===== config.mk =====
export PLATFORM = sky130hd
export DESIGN_NAME = wait_one_shot_timer
export DESIGN_NICKNAME = d
export VERILOG_FILES = /design/src/logic/wot_pkg.sv /design/src/logic/tick_source.sv /design/src/logic/trig_detect.sv /design/src/logic/wait_one_shot_timer.sv
export VERILOG_INCLUDE_DIRS = /design/src /design/src/logic
export SDC_FILE = /design/constraint.sdc
export NUM_CORES = 1
export LEC_CHECK = 0
export BUFFER_PORTS_ARGS = -buffer_cell sky130_fd_sc_hd__buf_4
export CAP_MARGIN = 10
export CELL_PAD_IN_SITES_DETAIL_PLACEMENT = 0
export CELL_PAD_IN_SITES_GLOBAL_PLACEMENT = 1
export CORE_UTILIZATION = 37
export CTS_CLUSTER_SIZE = 24
export DETAILED_ROUTE_END_ITERATION = 12
export GPL_ROUTABILITY_DRIVEN = 0
export HOLD_SLACK_MARGIN = 0.02
export PLACE_DENSITY = 0.85
export RECOVER_POWER = 100
export SLEW_MARGIN = 0
export SYNTH_ARGS = -nofsm -noshare
export SYNTH_HDL_FRONTEND = slang
export SYNTH_HIERARCHICAL = 1
export SYNTH_SLANG_ARGS = --single-unit

===== constraint.sdc =====
create_clock -name clk_i -period 2.7 [get_ports clk_i]
set_clock_uncertainty 0.1 [all_clocks]
set_input_delay 0.675 -clock clk_i [delete_from_list [all_inputs] [get_ports clk_i]]
set_output_delay 0.675 -clock clk_i [all_outputs]
set_load 0.02 [all_outputs]

===== src/logic/wot_cfg.svh =====
// Register indices, field positions and encodings of the wait one-shot timer
`ifndef WOT_CFG_SVH
`define WOT_CFG_SVH
`define WOT_IDX_CTRL 10'h108
`define WOT_IDX_OSC 10'h109
`define WOT_IDX_IOC 10'h10a
`define WOT_IDX_MODE 10'h10b
`define WOT_IDX_PRE 10'h10c
`define WOT_IDX_SEC 10'h10d
`define WOT_IDX_PRI 10'h10e
`define WOT_IOC_LVL 0
`define WOT_IOC_OSW 1
`define WOT_IOC_TEN 2
`define WOT_IOC_TPOL 3
`define WOT_CTRL_START 0
`define WOT_CTRL_STATUS 1
`define WOT_CTRL_FSTOP 2
`define WOT_OSC_GO 0
`define WOT_OSC_STOP 1
`define WOT_OSC_ACT 2
`define WOT_SRC_F1 2'h0
`define WOT_SRC_F2 2'h1
`define WOT_SRC_F8 2'h2
`define WOT_SRC_EXT 2'h3
`define WOT_DIV8_LAST 3'h7
`define WOT_CNT_ONE 8'h01
`define WOT_CNT_ZERO 8'h00
`endif


===== src/logic/wot_pkg.sv =====
// Types shared by the wait one-shot timer files
package wot_pkg;
  typedef enum logic [1:0] {ST_IDLE, ST_WAIT, ST_PULSE} phase_type;
  typedef struct packed {
    logic cyc;
    logic stb;
    logic we;
    logic [11:0] adr;
    logic [31:0] dat;
    logic [3:0] sel;
  } wb_req_type;
  typedef struct packed {
    logic ack;
    logic [31:0] dat;
  } wb_rsp_type;
  typedef struct packed {
    logic lvl;
    logic osw;
    logic ten;
    logic tpol;
    logic start_bit;
    logic stage;
    logic status;
    logic go_pend;
    logic stop_pend;
    logic arm;
    logic active;
    phase_type phase;
    logic [1:0] src;
    logic [7:0] pre_rld;
    logic [7:0] pri_rld;
    logic [7:0] sec_rld;
    logic [7:0] pre_cnt;
    logic [7:0] cnt;
    logic ack;
    logic [7:0] rdat;
    logic irq;
    logic pin;
  } ctl_state_type;
endpackage


===== src/logic/tick_source.sv =====
// Count source strobe: clock, half, eighth, or the other timer's underflow
`timescale 1ns/10ps
`include "wot_cfg.svh"
module tick_source (
  input wire logic clk_i, // 40 MHz clock
  input wire logic rst_i, // Synchronous reset
  input wire logic [1:0] sel_i, // Source select
  input wire logic ext_uf_i, // Other timer underflow, same clock
  output logic tick_o // One-cycle count source strobe
);
  logic [2:0] div_reg;
  logic [2:0] div_next;
  logic tick_reg;
  logic tick_next;

  always_comb begin
    div_next = div_reg + 3'h1;
    case (sel_i)
      `WOT_SRC_F1: tick_next = 1'b1;
      `WOT_SRC_F2: tick_next = div_reg[0];
      `WOT_SRC_F8: tick_next = (div_reg == `WOT_DIV8_LAST);
      default: tick_next = ext_uf_i;
    endcase
  end

  always_ff @(posedge clk_i) begin
    if (rst_i) begin
      div_reg <= 3'h0;
      tick_reg <= 1'b0;
    end else begin
      div_reg <= div_next;
      tick_reg <= tick_next;
    end
  end

  assign tick_o = tick_reg;
endmodule


===== src/logic/trig_detect.sv =====
// Pin synchroniser and selectable edge detector for the external trigger
`timescale 1ns/10ps
module trig_detect (
  input wire logic clk_i, // 40 MHz clock
  input wire logic rst_i, // Synchronous reset
  input wire logic pin_i, // Asynchronous trigger pin
  input wire logic rise_i, // 1 rising edge, 0 falling edge
  output logic edge_o // One-cycle edge pulse
);
  logic [2:0] sh_reg;
  logic [2:0] sh_next;
  logic edge_reg;
  logic edge_next;

  always_comb begin
    sh_next = {sh_reg[1:0], pin_i};
    // Only the second and third stages feed the edge logic
    edge_next = rise_i ? (sh_reg[1] && !sh_reg[2]) : (!sh_reg[1] && sh_reg[2]);
  end

  always_ff @(posedge clk_i) begin
    if (rst_i) begin
      sh_reg <= 3'h0;
      edge_reg <= 1'b0;
    end else begin
      sh_reg <= sh_next;
      edge_reg <= edge_next;
    end
  end

  assign edge_o = edge_reg;
endmodule


===== src/logic/wait_one_shot_timer.sv =====
// Wait one-shot timer with prescaler, Wishbone registers and trigger pin
//
// Contract
// Level select 0 gives high pulse, low otherwise; 1 inverts both.
// Software keeps the output switch bit at zero in this mode.
// Trigger enable 0 ignores the pin; 1 lets a pin edge start a shot.
// Trigger polarity 0 means falling edge, 1 means rising edge.
// Bits four to seven of output control read zero.
// After reset the timer is idle until software starts it.
// Prescaler and counter are read as separate bytes and may shift between.
// Clearing start or one-shot stop reloads the counters, then halts.
// Status rises one to two source cycles after start; counting follows it.
// Status falls one to two source cycles after start cleared; then halts.
// Software touches only the status flag while status lags its request.
// Forced stop halts counting at once.
// Active flag follows one-shot start or stop after one to two source cycles.
// Start and stop racing each other may leave either active value.
// Other timer feeding the source runs in timer, pulse or event mode.
// Prescaler rewrites while counting are three source cycles apart.
// Primary rewrites while counting are three prescaler underflows apart.
// Wait (n+1)(m+1) cycles, then pulse (n+1)(p+1) cycles.
// Primary underflow loads secondary; secondary underflow ends the shot.
// A trigger while active is ignored.
// Interrupt request coincides with the end of the output pulse.
`timescale 1ns/10ps
`include "wot_cfg.svh"
module wait_one_shot_timer (
  input wire logic clk_i, // 40 MHz clock
  input wire logic rst_i, // Synchronous reset, active high
  input wire wot_pkg::wb_req_type wb_i, // Wishbone request
  output wot_pkg::wb_rsp_type wb_o, // Wishbone answer
  input wire logic ext_trigger_pin_i, // External trigger pin, asynchronous
  input wire logic timer_a_underflow_i, // Other timer underflow strobe
  output logic pulse_output_pin_o, // Pulse output pin
  output logic timer_irq_o // One-cycle request at pulse end
);
  wot_pkg::ctl_state_type st_reg;
  wot_pkg::ctl_state_type st_next;
  logic tick;
  logic pin_edge;
  logic access;
  logic wr;
  logic [7:0] wd;
  logic fstop_wr;
  logic go_wr;
  logic stop_wr;
  logic trig;
  logic stop_os;
  logic halt;

  function automatic logic is_reg(input logic [11:0] adr, input logic [9:0] idx);
    is_reg = (adr[11:2] == idx);
  endfunction

  tick_source u_tick (
    .clk_i(clk_i),
    .rst_i(rst_i),
    .sel_i(st_reg.src),
    .ext_uf_i(timer_a_underflow_i),
    .tick_o(tick)
  );

  trig_detect u_trig (
    .clk_i(clk_i),
    .rst_i(rst_i),
    .pin_i(ext_trigger_pin_i),
    .rise_i(st_reg.tpol),
    .edge_o(pin_edge)
  );

  always_comb begin
    st_next = st_reg;
    st_next.irq = 1'b0;
    stop_os = 1'b0;
    access = wb_i.cyc && wb_i.stb && !st_reg.ack;
    // Writes commit on the edge where the master sees ack
    wr = st_reg.ack && wb_i.cyc && wb_i.stb && wb_i.we && wb_i.sel[0];
    wd = wb_i.dat[7:0];
    fstop_wr = wr && is_reg(wb_i.adr, `WOT_IDX_CTRL) && wd[`WOT_CTRL_FSTOP];
    go_wr = wr && is_reg(wb_i.adr, `WOT_IDX_OSC) && wd[`WOT_OSC_GO];
    stop_wr = wr && is_reg(wb_i.adr, `WOT_IDX_OSC) && wd[`WOT_OSC_STOP];
    // A second trigger while one is pending is ignored
    trig = (go_wr || (pin_edge && st_reg.ten)) && st_reg.status
      && !st_reg.active && !st_reg.go_pend;

    st_next.ack = access;
    if (access) begin
      st_next.rdat = `WOT_CNT_ZERO;
      if (is_reg(wb_i.adr, `WOT_IDX_CTRL)) begin
        st_next.rdat[`WOT_CTRL_START] = st_reg.start_bit;
        st_next.rdat[`WOT_CTRL_STATUS] = st_reg.status;
      end else if (is_reg(wb_i.adr, `WOT_IDX_OSC)) begin
        st_next.rdat[`WOT_OSC_ACT] = st_reg.active;
      end else if (is_reg(wb_i.adr, `WOT_IDX_IOC)) begin
        // Upper nibble stays zero
        st_next.rdat[`WOT_IOC_LVL] = st_reg.lvl;
        st_next.rdat[`WOT_IOC_OSW] = st_reg.osw;
        st_next.rdat[`WOT_IOC_TEN] = st_reg.ten;
        st_next.rdat[`WOT_IOC_TPOL] = st_reg.tpol;
      end else if (is_reg(wb_i.adr, `WOT_IDX_MODE)) begin
        st_next.rdat[1:0] = st_reg.src;
      end else if (is_reg(wb_i.adr, `WOT_IDX_PRE)) begin
        st_next.rdat = st_reg.pre_cnt;
      end else if (is_reg(wb_i.adr, `WOT_IDX_PRI)) begin
        st_next.rdat = st_reg.cnt;
      end else if (is_reg(wb_i.adr, `WOT_IDX_SEC)) begin
        st_next.rdat = st_reg.sec_rld;
      end
    end

    // Two source-cycle stages between request and status
    if (tick) begin
      st_next.stage = st_reg.start_bit;
      st_next.status = st_reg.stage;
    end

    if (tick && st_reg.active && st_reg.status && st_reg.phase != wot_pkg::ST_IDLE) begin
      if (st_reg.pre_cnt == `WOT_CNT_ZERO) begin
        st_next.pre_cnt = st_reg.pre_rld;
        if (st_reg.cnt == `WOT_CNT_ZERO) begin
          if (st_reg.phase == wot_pkg::ST_WAIT) begin
            st_next.cnt = st_reg.sec_rld;
            st_next.phase = wot_pkg::ST_PULSE;
          end else begin
            st_next.cnt = st_reg.pri_rld;
            st_next.phase = wot_pkg::ST_IDLE;
            st_next.active = 1'b0;
            st_next.irq = 1'b1;
          end
        end else begin
          st_next.cnt = st_reg.cnt - `WOT_CNT_ONE;
        end
      end else begin
        st_next.pre_cnt = st_reg.pre_cnt - `WOT_CNT_ONE;
      end
    end

    // A pending request is armed at one tick and applied at the next
    if (tick && (st_reg.go_pend || st_reg.stop_pend)) begin
      st_next.arm = !st_reg.arm;
      if (st_reg.arm) begin
        st_next.go_pend = 1'b0;
        st_next.stop_pend = 1'b0;
        if (st_reg.stop_pend) begin
          stop_os = 1'b1;
        end else begin
          st_next.active = 1'b1;
          st_next.phase = wot_pkg::ST_WAIT;
        end
      end
    end

    if (wr) begin
      if (is_reg(wb_i.adr, `WOT_IDX_IOC)) begin
        st_next.lvl = wd[`WOT_IOC_LVL];
        st_next.osw = wd[`WOT_IOC_OSW];
        st_next.ten = wd[`WOT_IOC_TEN];
        st_next.tpol = wd[`WOT_IOC_TPOL];
      end
      if (is_reg(wb_i.adr, `WOT_IDX_CTRL)) begin
        st_next.start_bit = wd[`WOT_CTRL_START] && !wd[`WOT_CTRL_FSTOP];
      end
      if (is_reg(wb_i.adr, `WOT_IDX_MODE)) begin
        st_next.src = wd[1:0];
      end
      // While counting only the reload value takes the write
      if (is_reg(wb_i.adr, `WOT_IDX_PRE)) begin
        st_next.pre_rld = wd;
        if (!st_reg.status) begin
          st_next.pre_cnt = wd;
        end
      end
      if (is_reg(wb_i.adr, `WOT_IDX_PRI)) begin
        st_next.pri_rld = wd;
        if (!st_reg.status) begin
          st_next.cnt = wd;
        end
      end
      if (is_reg(wb_i.adr, `WOT_IDX_SEC)) begin
        st_next.sec_rld = wd;
      end
    end

    // A stop overrides a pending or same-cycle start
    if (trig) begin
      st_next.go_pend = 1'b1;
      st_next.stop_pend = 1'b0;
    end
    if (stop_wr) begin
      st_next.stop_pend = 1'b1;
      st_next.go_pend = 1'b0;
    end
    if (fstop_wr) begin
      st_next.stage = 1'b0;
      st_next.status = 1'b0;
    end

    halt = stop_os || (st_reg.status && !st_next.status);
    if (halt) begin
      st_next.active = 1'b0;
      st_next.phase = wot_pkg::ST_IDLE;
      st_next.cnt = st_reg.pri_rld;
      st_next.pre_cnt = st_reg.pre_rld;
      st_next.go_pend = 1'b0;
      st_next.stop_pend = 1'b0;
      st_next.arm = 1'b0;
    end
    st_next.pin = (st_next.phase == wot_pkg::ST_PULSE) ^ st_next.lvl;
  end

  always_ff @(posedge clk_i) begin
    if (rst_i) begin
      st_reg <= '0;
    end else begin
      st_reg <= st_next;
    end
  end

  assign wb_o = '{ack: st_reg.ack, dat: {24'h000000, st_reg.rdat}};
  assign pulse_output_pin_o = st_reg.pin;
  assign timer_irq_o = st_reg.irq;
endmodule


==> flow_summary.ini <==
[run_status]
status = finished clean

[yosys]
yosysMostFrequentCell = dfxtp_1
synth_common_cells = 74 x dfxtp_1, 60 x nand2_1, 41 x nor2_1, 37 x mux2i_1, 34 x a21oi_1
synth.ff_latch_count = 74
seq_area_frac_synth_pct = 35.1
synth_area_um2 = 4230
yosysUniqueCellTypes = 73
synth_top_area_share_pct = 35.1
synthFlopType = dfxtp_1
async_flop_share_pct = 0
syn_inst = 512
yosysTopAreaCell = dfxtp_1
ys_top_cells_by_area = dfxtp_1 35%, mux2i_1 8.8%, buf_4 5.9%, nand2_1 5.3%, a21oi_1 4.0%
ys_warn_count = 6
synth_edf_count = 0
avgSynthCellArea_um2 = 8.25

[final_layout]
drive_gt1_share_pct = 14.7
layout-area-overhead-vs-synth_pct = 14.8
nets = 613
instances_no_fill = 699
diodes = 0
largest_reg_flops = 55
multi_input_area_um2 = 2400
fillers = 1110
seq_area_um2 = 1480
fin_area_um2 = 4850

[global_route]
grt_max_degree = 32
grtUsageTotal_pct = 21.6
gr-total-overflow = 0
grt_pass1_wl_um = 19600
gr-usage-met1_pct = 28.9
grt_most_used_layer = met2
grt.met2_usage_pct = 34.8
grt_pass1_vias = 3773
antenna_found_initial = 0
grtUsageMet3_pct = 4.84

[sta]
tightest_slew_ns = 1.48
fmax_mhz = 390
finalSetupViolations = 0
relSlewSlack_pct = 1.45
holdWs_ns = 0.350
fin_crit_ns = 2.57
setup_tns_ns = 0
worst_slack_ns = 0.135
rsz0062_at_grt = false
period_share_pct = 95.0
slew_viol_final = 0
finalHoldViolCount = 0

[clocking]
numCtsBuffers = 9
cts_tree = done
clk_latency_ns = 0.34
cts-root-buf = clkbuf_16
clockBufferDepth = 2
cts_hold_buf = 0
cts.sinks = 74
path_clk_slew_ns = 0.06
cts_htree_levels = 3
postCtsSetupRepairBufs = 0
cts.repair.resized = 0

[worst_hold_path]
worst_hold_path.num_cells = 1
min_path_type = flop to flop

[worst_setup_path]
worstRegToRegCells = 7
timing.critical_path.buf_inv = 1
slowest_delay_ns = 0.56
worstPathRequired_ns = 2.79
cpLargestDelayFamily = simple AND/OR/NAND/NOR gates
crit_path_end = st_reg[17]
cp_max_fo = 5
end_kind = flop
cp.arrival_ns = 2.66
crit_start = st_reg[20]
cp_slowest_cell = or4_4
start_kind = flop
r2r_slack_ns = 0.13
critical_path_class = flop to flop
path_cells = inv_1 -> ha_1 -> or4b_1 -> or4_4 -> nor2_1 -> mux2i_1 -> o221ai_1
r2r-end = st_reg[17]
timing.rr.start = st_reg[20]
cp.depth = 7

[place]
placed_cell_area_um2 = 4660
dp_worst_setup_slack_ns = 0.0102
io_buffers = 36
dpl.hpwl_um = 8540
placedCellCount = 683

[drt]
wl_per_cell_um = 16.9
drc = 0
drtIter0Drc = 364
ant_nets = 0
drt_pass1_iterations = 5
viasPerCell = 5.65
vias = 3947
wirelength_um = 11800

[power_and_ir_drop]
irDropWorstVdd_mv = 0.300
powerDensity_nw_per_um2 = 514
p_leak_nw = 1.94

[floorplan]
start_util_pct = 38.5
die_w_um = 109
die_area_um2 = 11900
dieHeight_um = 109
rows = 38
core_um2 = 11000
ioPinCount = 90

[run]
cap_violations = 0
[per-layer routing]
metal	wire length, um	vias up
met5	0	-
met2	5370	172
met3	852	22
li1	-	1894
met4	185	0
met1	5410	1859
[placed cells by master (no fill, tap or decap), types with 9 or more instances in the layout]
| cell | count |
|---|---|
| nand3_1 | 12 |
| mux2i_1 | 37 |
| conb_1 | 24 |
| nand2_1 | 60 |
| clkbuf_1 | 19 |
| inv_1 | 12 |
| buf_4 | 47 |
| dfxtp_1 | 74 |
| nor3_1 | 20 |
| clkbuf_16 | 9 |
| a211oi_1 | 10 |
| nor2_1 | 41 |
| o21ai_0 | 24 |
| a21oi_1 | 34 |
[cell families after synthesis]
family          count (synthesis)  share of synthesized area [%]
xor+xnor                        3                          0.622
other cells                     1                         0.0887
mux                            43                           10.4
fa+ha+maj                       4                           1.18
simple gates                  190                           23.4
buf+inv                        74                           9.92
flops                          74                           35.1
compound gates                123                           19.3
[power by group]
part	total [mW]	switching, mW	internal [mW]
clock	1.23	0.488	0.742
sequential	1.11	0.00546	1.10
combinational	0.158	0.109	0.0491
[worst register-to-register path, stage by stage (launching register included)]
cell	delay, ns
dfxtp_1	0.34
inv_1	0.13
ha_1	0.28
or4b_1	0.52
or4_4	0.56
nor2_1	0.16
mux2i_1	0.20
o221ai_1	0.14
[area by class of cell]
| class | instances | share of cell area [%] |
|---|---|---|
| tap | 140 | 3.61 |
| multi-input combinational | 387 | 49.4 |
| sequential | 74 | 30.5 |
| clock inverter | 6 | 1.37 |
| timing repair buffer | 70 | 9.21 |
| clock buffer | 10 | 4.93 |
| inverter | 12 | 0.928 |
[per-stage QoR]
stage | power (mW) | util (%)
6_report | 2.49 | 44.2
5_1_grt | 2.57 | 44.2
4_1_cts | 2.51 | 45.2
3_5_place_dp | 1.29 | 42.4
3_3_place_gp | 1.29 | 42.4
2_1_floorplan | 1.25 | -
[worst min-delay path by stage]
stage                            from           endpoint  slack (ns)
finish               u_trig/sh_reg[0]   u_trig/sh_reg[1]        0.35
CTS                  u_trig/sh_reg[0]   u_trig/sh_reg[1]        0.35
floorplan            u_trig/sh_reg[0]   u_trig/sh_reg[1]        0.31
global placement    u_tick/div_reg[0]  u_tick/div_reg[0]        0.34
global route         u_trig/sh_reg[0]   u_trig/sh_reg[1]        0.37
detailed placement   u_trig/sh_reg[0]   u_trig/sh_reg[1]        0.33
Power figures use the tool's default switching activity.
